## src/rtrr_pkg.sv

```systemverilog
// Behaviour
// - Calibrated X sits in bits 31..16 of the screen register, 0x8000 without touch.
// - Calibrated Y sits in bits 15..0 of the screen register, 0x8000 without touch.
// - Calibrated coordinates are clamped inside the configured screen width and height.
// - Resistance samples appear at bits 25..16 and 9..0; other bits read zero.
// - Direct coordinate register carries raw X at 25..16, raw Y at 9..0.
// - Direct coordinate bit 31 is low while a touch is sensed.
// - Direct coordinate bit 31 is high after a sample without touch but reads low after reset; reader ignores both fields.
// - Pressure is computed from raw X and the two resistance samples into the pressure register.
// - Pressure occupies bits 15..0, range 0 to 0x7FFF, upper half reads zero.
// - Pressure 0x7FFF means no touch, 0 means the hardest press.
// - Raw X 0..1023 in bits 31..16 of the raw register, 0xFFFF without touch.
// - Raw Y 0..1023 in bits 15..0 of the raw register, 0xFFFF without touch.
// - Raw register is never calibrated; only the screen register is mapped.
// - A touch counts only when pressure is within the threshold, default 0xFFFF.
package rtrr_pkg;

   localparam int          ADR_W          = 9;
   localparam int          ADC_W          = 10;

   localparam logic [8:0]  OFF_RAW        = 9'h11C;
   localparam logic [8:0]  OFF_PRESS      = 9'h120;
   localparam logic [8:0]  OFF_SCREEN     = 9'h124;
   localparam logic [8:0]  OFF_DIR_XY     = 9'h18C;
   localparam logic [8:0]  OFF_DIR_Z      = 9'h190;
   localparam logic [8:0]  OFF_THRESH     = 9'h118;
   localparam logic [8:0]  OFF_XGAIN      = 9'h1A0;
   localparam logic [8:0]  OFF_XOFS       = 9'h1A4;
   localparam logic [8:0]  OFF_YGAIN      = 9'h1A8;
   localparam logic [8:0]  OFF_YOFS       = 9'h1AC;
   localparam logic [8:0]  OFF_SIZE       = 9'h1B0;
   localparam logic [8:0]  OFF_IRQ_STAT   = 9'h1B4;
   localparam logic [8:0]  OFF_IRQ_MASK   = 9'h1B8;

   localparam logic [31:0] RST_RAW        = 32'hFFFFFFFF;
   localparam logic [31:0] RST_PRESS      = 32'h00007FFF;
   localparam logic [31:0] RST_SCREEN     = 32'h80008000;
   localparam logic [31:0] RST_DIR_XY     = 32'h00000000;
   localparam logic [31:0] RST_DIR_Z      = 32'h00000000;
   localparam logic [15:0] RST_THRESH     = 16'hFFFF;
   localparam logic [31:0] RST_GAIN       = 32'h00010000;
   localparam logic [15:0] RST_OFS        = 16'h0000;
   localparam logic [31:0] RST_SIZE       = 32'h04000400;
   localparam logic [2:0]  RST_IRQ        = 3'h0;

   localparam logic [15:0] RAW_NONE       = 16'hFFFF;
   localparam logic [15:0] SCREEN_NONE    = 16'h8000;
   localparam logic [15:0] PRESS_NONE     = 16'h7FFF;
   localparam int          PRESS_SHIFT    = 5;
   localparam int          DIR_FLAG_BIT   = 31;

   localparam int          EV_SAMPLE      = 0;
   localparam int          EV_PRESS       = 1;
   localparam int          EV_RELEASE     = 2;

   typedef struct packed {
      logic [9:0] x;
      logic [9:0] y;
      logic [9:0] z1;
      logic [9:0] z2;
      logic       contact;
   } rtrr_sample_t;

endpackage : rtrr_pkg

```

## src/rtrr_core.sv

```systemverilog
// Register access over Wishbone was left to the implementer.
`timescale 1ns/100ps
`default_nettype none
module rtrr_core (
   input  wire logic                  clk_i,
   input  wire logic                  rst_i,
   input  wire logic                  wb_cyc_i,
   input  wire logic                  wb_stb_i,
   input  wire logic                  wb_we_i,
   input  wire logic [8:0]            wb_adr_i,
   input  wire logic [3:0]            wb_sel_i,
   input  wire logic [31:0]           wb_dat_i,
   output logic      [31:0]           wb_dat_o,
   output logic                       wb_ack_o,
   input  wire rtrr_pkg::rtrr_sample_t sample_i,
   input  wire logic                  sample_valid_i,
   output logic                       touched_o,
   output logic                       irq_o
);

   logic [31:0] raw_reg,    raw_next;
   logic [31:0] press_reg,  press_next;
   logic [31:0] scr_reg,    scr_next;
   logic [31:0] dxy_reg,    dxy_next;
   logic [31:0] dz_reg,     dz_next;
   logic [15:0] thr_reg,    thr_next;
   logic [31:0] xg_reg,     xg_next;
   logic [15:0] xo_reg,     xo_next;
   logic [31:0] yg_reg,     yg_next;
   logic [15:0] yo_reg,     yo_next;
   logic [31:0] size_reg,   size_next;
   logic [2:0]  ist_reg,    ist_next;
   logic [2:0]  imask_reg,  imask_next;
   logic        touch_reg,  touch_next;
   logic        ack_reg,    ack_next;
   logic [31:0] rdat_reg,   rdat_next;

   function automatic logic [31:0] merge(input logic [31:0] old,
                                         input logic [31:0] dat,
                                         input logic [3:0]  sel);
      logic [31:0] r;
      r = old;
      for (int i = 0; i < 4; i++) begin
         if (sel[i]) begin
            r[i*8 +: 8] = dat[i*8 +: 8];
         end
      end
      return r;
   endfunction : merge

   // The sum is kept 27 bits wide so a large gain cannot wrap before the clamp.
   function automatic logic [15:0] cal(input logic [9:0]  raw,
                                       input logic [31:0] gain,
                                       input logic [15:0] ofs,
                                       input logic [15:0] lim);
      logic signed [42:0] prod;
      logic signed [26:0] sum;
      prod = $signed({1'b0, raw}) * $signed(gain);
      sum  = $signed(prod[42:16]) + $signed({{11{ofs[15]}}, ofs});
      if (sum < 0 || lim == 16'h0000) begin
         cal = 16'h0000;
      end else if (sum >= $signed({11'h000, lim})) begin
         cal = lim - 16'h0001;
      end else begin
         cal = sum[15:0];
      end
   endfunction : cal

   // Bus strobes; ack is withheld in the cycle after an answer.
   wire req     = wb_cyc_i & wb_stb_i & ~ack_reg;
   wire wr      = req & wb_we_i;
   wire rd      = req & ~wb_we_i;
   wire [8:0] a = {wb_adr_i[8:2], 2'b00};

   // Pressure rises with the spread between the two samples, so a light touch reads high.
   wire [9:0]  zdiff  = (sample_i.z2 > sample_i.z1) ? (sample_i.z2 - sample_i.z1) : 10'h000;
   wire [19:0] pprod  = sample_i.x * zdiff;
   // The largest product shifted down stays below the no-touch code, so no clamp is needed.
   wire [15:0] pval   = {1'b0, pprod[19:rtrr_pkg::PRESS_SHIFT]};
   wire        accept = sample_i.contact & (sample_i.z1 != 10'h000) & (pval <= thr_reg);

   wire [15:0] cal_x = cal(sample_i.x, xg_reg, xo_reg, size_reg[31:16]);
   wire [15:0] cal_y = cal(sample_i.y, yg_reg, yo_reg, size_reg[15:0]);

   wire [31:0] raw_s = accept ? {6'h00, sample_i.x, 6'h00, sample_i.y}
                              : {rtrr_pkg::RAW_NONE, rtrr_pkg::RAW_NONE};
   wire [31:0] prs_s = accept ? {16'h0000, pval}
                              : {16'h0000, rtrr_pkg::PRESS_NONE};
   wire [31:0] scr_s = accept ? {cal_x, cal_y}
                              : {rtrr_pkg::SCREEN_NONE, rtrr_pkg::SCREEN_NONE};
   wire [31:0] dxy_s = {~accept, 5'h00, sample_i.x, 6'h00, sample_i.y};
   wire [31:0] dz_s  = {6'h00, sample_i.z1, 6'h00, sample_i.z2};

   // One sample strobe loads every result at once.
   assign raw_next   = sample_valid_i ? raw_s : raw_reg;
   assign press_next = sample_valid_i ? prs_s : press_reg;
   assign scr_next   = sample_valid_i ? scr_s : scr_reg;
   assign dxy_next   = sample_valid_i ? dxy_s : dxy_reg;
   assign dz_next    = sample_valid_i ? dz_s  : dz_reg;
   assign touch_next = sample_valid_i ? accept : touch_reg;

   wire [2:0] ev;
   assign ev[rtrr_pkg::EV_SAMPLE]  = sample_valid_i;
   assign ev[rtrr_pkg::EV_PRESS]   = sample_valid_i & accept & ~touch_reg;
   assign ev[rtrr_pkg::EV_RELEASE] = sample_valid_i & ~accept & touch_reg;

   wire wr_thr  = wr & (a == rtrr_pkg::OFF_THRESH);
   wire wr_xg   = wr & (a == rtrr_pkg::OFF_XGAIN);
   wire wr_xo   = wr & (a == rtrr_pkg::OFF_XOFS);
   wire wr_yg   = wr & (a == rtrr_pkg::OFF_YGAIN);
   wire wr_yo   = wr & (a == rtrr_pkg::OFF_YOFS);
   wire wr_size = wr & (a == rtrr_pkg::OFF_SIZE);
   wire wr_mask = wr & (a == rtrr_pkg::OFF_IRQ_MASK);
   wire rd_ist  = rd & (a == rtrr_pkg::OFF_IRQ_STAT);

   wire [31:0] m_thr  = merge({16'h0000, thr_reg}, wb_dat_i, wb_sel_i);
   wire [31:0] m_xo   = merge({16'h0000, xo_reg}, wb_dat_i, wb_sel_i);
   wire [31:0] m_yo   = merge({16'h0000, yo_reg}, wb_dat_i, wb_sel_i);
   wire [31:0] m_mask = merge({29'h0, imask_reg}, wb_dat_i, wb_sel_i);

   assign thr_next   = wr_thr  ? m_thr[15:0] : thr_reg;
   assign xg_next    = wr_xg   ? merge(xg_reg, wb_dat_i, wb_sel_i) : xg_reg;
   assign xo_next    = wr_xo   ? m_xo[15:0] : xo_reg;
   assign yg_next    = wr_yg   ? merge(yg_reg, wb_dat_i, wb_sel_i) : yg_reg;
   assign yo_next    = wr_yo   ? m_yo[15:0] : yo_reg;
   assign size_next  = wr_size ? merge(size_reg, wb_dat_i, wb_sel_i) : size_reg;
   assign imask_next = wr_mask ? m_mask[2:0] : imask_reg;
   // A new event in the reading cycle survives the clear.
   assign ist_next   = (rd_ist ? 3'h0 : ist_reg) | ev;
   assign ack_next   = req;

   always_comb begin
      rdat_next = rdat_reg;
      if (rd) begin
         if (a == rtrr_pkg::OFF_RAW) begin
            rdat_next = raw_reg;
         end else if (a == rtrr_pkg::OFF_PRESS) begin
            rdat_next = press_reg;
         end else if (a == rtrr_pkg::OFF_SCREEN) begin
            rdat_next = scr_reg;
         end else if (a == rtrr_pkg::OFF_DIR_XY) begin
            rdat_next = dxy_reg;
         end else if (a == rtrr_pkg::OFF_DIR_Z) begin
            rdat_next = dz_reg;
         end else if (a == rtrr_pkg::OFF_THRESH) begin
            rdat_next = {16'h0000, thr_reg};
         end else if (a == rtrr_pkg::OFF_XGAIN) begin
            rdat_next = xg_reg;
         end else if (a == rtrr_pkg::OFF_XOFS) begin
            rdat_next = {16'h0000, xo_reg};
         end else if (a == rtrr_pkg::OFF_YGAIN) begin
            rdat_next = yg_reg;
         end else if (a == rtrr_pkg::OFF_YOFS) begin
            rdat_next = {16'h0000, yo_reg};
         end else if (a == rtrr_pkg::OFF_SIZE) begin
            rdat_next = size_reg;
         end else if (a == rtrr_pkg::OFF_IRQ_STAT) begin
            rdat_next = {29'h0, ist_reg};
         end else if (a == rtrr_pkg::OFF_IRQ_MASK) begin
            rdat_next = {29'h0, imask_reg};
         end else begin
            rdat_next = 32'h00000000;
         end
      end
   end

   always_ff @(posedge clk_i) begin
      if (rst_i) begin
         raw_reg   <= rtrr_pkg::RST_RAW;
         press_reg <= rtrr_pkg::RST_PRESS;
         scr_reg   <= rtrr_pkg::RST_SCREEN;
         dxy_reg   <= rtrr_pkg::RST_DIR_XY;
         dz_reg    <= rtrr_pkg::RST_DIR_Z;
         touch_reg <= 1'b0;
      end else begin
         raw_reg   <= raw_next;
         press_reg <= press_next;
         scr_reg   <= scr_next;
         dxy_reg   <= dxy_next;
         dz_reg    <= dz_next;
         touch_reg <= touch_next;
      end
   end

   always_ff @(posedge clk_i) begin
      if (rst_i) begin
         thr_reg   <= rtrr_pkg::RST_THRESH;
         xg_reg    <= rtrr_pkg::RST_GAIN;
         xo_reg    <= rtrr_pkg::RST_OFS;
         yg_reg    <= rtrr_pkg::RST_GAIN;
         yo_reg    <= rtrr_pkg::RST_OFS;
         size_reg  <= rtrr_pkg::RST_SIZE;
      end else begin
         thr_reg   <= thr_next;
         xg_reg    <= xg_next;
         xo_reg    <= xo_next;
         yg_reg    <= yg_next;
         yo_reg    <= yo_next;
         size_reg  <= size_next;
      end
   end

   always_ff @(posedge clk_i) begin
      if (rst_i) begin
         ist_reg   <= rtrr_pkg::RST_IRQ;
         imask_reg <= rtrr_pkg::RST_IRQ;
         ack_reg   <= 1'b0;
         rdat_reg  <= 32'h00000000;
      end else begin
         ist_reg   <= ist_next;
         imask_reg <= imask_next;
         ack_reg   <= ack_next;
         rdat_reg  <= rdat_next;
      end
   end

   assign wb_ack_o  = ack_reg;
   assign wb_dat_o  = rdat_reg;
   assign touched_o = touch_reg;
   assign irq_o     = |(ist_reg & imask_reg);

endmodule : rtrr_core
`default_nettype wire

```

## config.mk

```make
export PLATFORM = sky130hd
export DESIGN_NAME = rtrr_core
export DESIGN_NICKNAME = d
export VERILOG_FILES = /design/src/rtrr_pkg.sv /design/src/rtrr_core.sv
export SDC_FILE = /design/constraint.sdc
export NUM_CORES = 2
export LEC_CHECK = 0
export BUFFER_PORTS_ARGS = -buffer_cell sky130_fd_sc_hd__buf_2
export CAP_MARGIN = 20
export CORE_UTILIZATION = 55
export DETAILED_ROUTE_END_ITERATION = 10
export PLACE_DENSITY_LB_ADDON = 0.15
export SETUP_SLACK_MARGIN = 0.5
export SYNTH_ARGS = -nofsm -noshare
export SYNTH_HDL_FRONTEND = slang
export SYNTH_SLANG_ARGS = --single-unit
```

## constraint.sdc

```tcl
create_clock -name clk_i -period 31.9 [get_ports clk_i]
set_input_delay 6.38 -clock clk_i [delete_from_list [all_inputs] [get_ports clk_i]]
set_output_delay 6.38 -clock clk_i [all_outputs]
set_load 0.01 [all_outputs]
```

# Yosys cells after proc, flatten, opt, wreduce, memory -nomap -nowiden
# Index checks and enable logic that the tools add are counted.
# totals
elab_cells	126
register_bits	321
input_bits	92
output_inout_bits	35
# op_classes
reduce_logical	25
eq_ne	13
muxes	22
addsub	5
mul	3
magnitude_cmp	6
bitwise_logic	24
# op_table
op	count
$mux W32	13
$eq A7 B7 Y1 const B	13
$mul A11 B32 Y43	2
$mux W16	4
$add A27 B16 Y27	2
$ge A27 B17 Y1	2
$lt A27 B1 Y1 const B	2
$reduce_and A2 Y1	19
$logic_not A16 Y1	2
$sub A16 B1 Y16 const B	2
$mul A10 B10 Y20	1
$and A1 B1 Y1	18
$le A15 B16 Y1	1
$mux W15	1
$gt A10 B10 Y1	1
$mux W10	1
$reduce_bool A10 Y1	1
$sub A10 B10 Y10	1
$mux W3	3
$not A1 Y1	4
$and A3 B3 Y3	1
$or A3 B3 Y3	1
$reduce_or A3 Y1	1
$logic_or A1 B1 Y1	2

# Longest topological paths before layout
# depth
depth_word	14
depth_mapped	43

# Least setup slack after synthesis
# Ideal clock, no wire load.
# synth_timing
kind	input-to-reg
startpoint	in sample_i[36] in the netlist's numbering
endpoint	reg scr_reg[23]
arrival_time_ns	15.034
n_path_buf	4
t_required_ns	31.783
stages	40
path_slack_ns	16.749
cell_sequence	clkbuf_1 -> clkbuf_1 -> nand2_1 -> fa_1 -> inv_1 -> fa_1 -> fa_1 -> fa_1 -> inv_1 -> fa_1 -> inv_1 -> ha_1 -> a21oi_1 -> o21ai_0 -> a221o_1 -> or3_1 -> o211ai_1 -> a21oi_1 -> [4 not listed] -> ha_1 -> clkbuf_1 -> and3_1 -> and3_1 -> a21oi_1 -> nor2_1 -> xor2_1 -> ha_1 -> nand4_1 -> nor4_1 -> a2111oi_0 -> o21ai_0 -> a2111o_1 -> nor4_1 -> o2111ai_1 -> clkbuf_1 -> or3_1 -> a32o_1
# synth_between
elab_chain_cells	6
# synth_lines
item	line	text
from (decl)	rtrr_core.sv:15	input wire rtrr_pkg::rtrr_sample_t sample_i,
$mul A11 B32 Y43	rtrr_core.sv:58	prod = $signed({1'b0, raw}) * $signed(gain);
$add A27 B16 Y27	rtrr_core.sv:59	sum = $signed(prod[42:16]) + $signed({{11{ofs[15]}}, ofs});
$ge A27 B17 Y1 / $lt A27 B1 Y1 (equally long branches)	rtrr_core.sv:62, rtrr_core.sv:60	
$mux W16 / $logic_or A1 B1 Y1 (equally long branches)	rtrr_core.sv:62, rtrr_core.sv:60	
$mux W16	rtrr_core.sv:60	if (sum < 0 || lim == 16'h0000) begin
$mux W32 (*)	rtrr_core.sv:89	wire [31:0] scr_s = accept ? {cal_x, cal_y}
to (signal assigned)	rtrr_core.sv:171	scr_reg <= rtrr_pkg::RST_SCREEN;
to (signal assigned)	rtrr_core.sv:178	scr_reg <= scr_next;
to (decl)	rtrr_core.sv:23	logic [31:0] scr_reg, scr_next;
# Every way passes the cells marked *; elsewhere a longest branch is shown, timed or not.
# A chain may end at the register's enable or synchronous reset.

# Worst setup path in the final report
# layout_timing
startpoint	in sample_i[16] in the netlist's numbering
endpoint	reg scr_reg[8]
# layout_between
elab_chain_cells	6
# layout_lines
item	line	text
$sub A10 B10 Y10 / $gt A10 B10 Y1 (equally long branches)	rtrr_core.sv:76	wire [9:0] zdiff = (sample_i.z2 > sample_i.z1) ? (sample_i.z2 - sample_i.z1) : 10'h000;
$mux W10	rtrr_core.sv:76	
$mul A10 B10 Y20	rtrr_core.sv:77	wire [19:0] pprod = sample_i.x * zdiff;
$le A15 B16 Y1	rtrr_core.sv:80	wire accept = sample_i.contact & (sample_i.z1 != 10'h000) & (pval <= thr_reg);
$and A1 B1 Y1 (*)	rtrr_core.sv:80	
$mux W32 (*)	rtrr_core.sv:89	
# Marks and branches as above.

==> flow_summary_export.csv <==
group,metric,value,unit
outcome,outcome,"finished with violations",
outcome,violations,"design-rule violations",
clock_tree,cts.clk_slew.worst_paths,0.07,ns
timing,min_period,17.00,ns
timing,tightest_slew,1.20,ns
timing,final.period_utilization,0.533,
layout,fin_nets,5762,
layout,final_util,0.590,
place,dp_hpwl,92.5,mm
synth,synth_nets,5806,
floorplan,die_width,275,um
timing,maxSlewViolCount,0,
floorplan,ios,127,
layout,drive_gt1_frac,0.0502,
grt,grt_antenna_before_repair,7,
route,wire_per_inst,20.8,um
timing,fin_worst_skew,0.0367,ns
synth,syn_avg_cell_area,8.61,um2
synth,ys_types,79,
layout,multi_input_area,0.0316,mm2
route,vias,33700,
synth,yosys-top-cells-count,"703 x inv_1, 608 x fa_1, 590 x nand2_1, 348 x ha_1, 326 x and2_1",
synth,yosysTopAreaCellShare,0.297,
synth,synthesis.area,0.0410,mm2
clock_tree,cts_buffer_depth,3,
power,power.density,24.3,mW/mm2
critical_path,rrSetupSlack,21.17,ns
critical_path,worst_setup_path_start_kind,"primary input",
critical_path,critPathKind,"in -> reg",
clock_tree,cts_buffers,30,
floorplan,rows,99,
synth,synth-seq-cells,293,
clock_tree,clock-sinks,293,
route,drtAntennaViolNets,0,
clock_tree,ctsResizeCount,0,
synth,yosys.area.top_type,"fa_1",
timing,maxSlewHeadroom,0.197,
route,first_pass_iters,11,
synth,synth_area_leaders,"fa_1 30%, dfxtp_1 14%, ha_1 11%",
grt,grt_max_degree,120,
grt,grt_pass1_vias,33000,
synth,synth_flop_cell,"dfxtp_1",
floorplan,core_area,0.0733,mm2
timing,finalSetupViolCount,0,
critical_path,cp-endpoint,"scr_reg[8]",
power,leakagePower,20.3,nW
floorplan,dieArea,0.0756,mm2
clock_tree,cts_max_level,1,
layout,register_area,0.00587,mm2
place,place_congestion,0.910,
critical_path,cp.required,32.38,ns
critical_path,r2r_end,"scr_reg[1]",
clock_tree,post_cts_buffers,0,
timing,setup_tns,0,ns
critical_path,worst_ep_arrival_time,17.48,ns
timing,hold_viol_final,0,
critical_path,end_kind,"register",
critical_path,cp_max_fo,15,
critical_path,crit_top_cell,"inv_1",
layout,fill_cells,6774,
critical_path,critical_path.startpoint,"sample_i[16]",
power,power,1.05,mW
route,viasPerCell,5.92,
clock_tree,clock_latency,0.59,ns
grt,grt_pass1_wl,188,mm
hold_path,min_path_type,"reg -> reg",
floorplan,initial_core_util,0.559,
route,dr.first_iter.drc_count,3004,
timing,max_freq,58.8,MHz
route,totalWireLength,119,mm
clock_tree,cts-root-buf,"clkbuf_16",
critical_path,r2r-start,"yg_reg[9]",
timing,rsz0062_at_grt,"no",
synth,ys_seq_area_frac,0.143,
power,worst_ir_drop_vdd,0.0483,mV
clock_tree,hold_buffers,0,
synth,async_flop_share,0,
floorplan,die_y,275,um
critical_path,slowest_delay,0.93,ns
critical_path,r2r_cells,36,
synth,yosys_warnings,0,
layout,areaGrowthSynthToFinish,5.61,%
critical_path,cpMaxStageDelayCell,"or4_1",
route,drc,14,
synth,synth_edf_count,0,
synth,synth.most_common_cell,"inv_1",
synth,syn-instance-count,4758,
run,drv_cap,0,
place,numPortBuffers,124,
grt,overflow,0,
clock_tree,cts_tree,"yes",
grt,grt_use_total,0.319,
[layout by cell type (no fill, tap or decap), types with 62 or more instances in the layout]
cell type / instances
fa_1: 608
mux2i_1: 128
inv_1: 703
ha_1: 348
o21ai_0: 128
dfxtp_1: 293
nand2b_1: 62
nand2_1: 590
a21oi_1: 186
xnor2_1: 100
buf_2: 122
nor2_1: 300
and2_1: 326
[worst min path at each step]
stage,start,to,slack (ns),depth (start not counted)
after floorplan,scr_reg[1],scr_reg[1],0.42,2
after CTS,raw_reg[30],raw_reg[30],0.46,2
after detailed placement,raw_reg[30],raw_reg[30],0.45,2
final,raw_reg[30],raw_reg[30],0.46,2
after global placement,raw_reg[30],raw_reg[30],0.44,2
after global routing,scr_reg[20],scr_reg[20],0.48,1
[layer usage]
metal | part of all wire | routed length [um] | track usage
met5 | 0.00027 | 32 | 0
met4 | 0.026 | 3060 | 0.0675
met1 | 0.43 | 51400 | 0.458
met3 | 0.079 | 9340 | 0.0391
met2 | 0.46 | 54900 | 0.517
[cell families after synthesis]
group | after synthesis | share of synthesized area
DFF | 293 | 0.143
adders and majority gates | 956 | 0.403
buffers and inverters | 949 | 0.0873
AOI/OAI and AO/OA | 738 | 0.123
muxes | 128 | 0.0313
xor gates and xnor gates | 139 | 0.0301
and+or+nand+nor | 1555 | 0.181
[cell type report]
class,instances,area share
Tap cell,959,0.0277
Clock buffer,40,0.0189
Sequential cell,293,0.136
Multi-Input combinational cell,3516,0.729
Timing Repair Buffer,170,0.0226
Inverter,703,0.0610
Clock inverter,15,0.00480
Antenna cell,2,0.000116
[worst max-delay path: cells and delay by family]
family,cells,cell delay (ns)
fa+ha+maj,8,3.19
xor+xnor,1,0.38
simple gates,10,3.08
compound gates,13,4.02
buf+inv,6,0.39
[per-stage QoR]
step,hold WS [ns],cell area (um2),setup slack (ns),std cells
after floorplan,0.421,41000,16.75,4758
after global placement,0.441,42200,14.70,5638
after detailed placement,0.447,42200,14.62,5639
after CTS,0.457,43200,15.18,5694
after global routing,0.479,43300,14.35,5697
final,0.461,43300,14.90,5698
[power by group]
part / switching [mW] / total, mW / internal (mW)
logic: 0.181 / 0.287 / 0.107
registers: 0.0108 / 0.389 / 0.378
clock network: 0.161 / 0.376 / 0.214
Power figures use the tool's default switching activity.
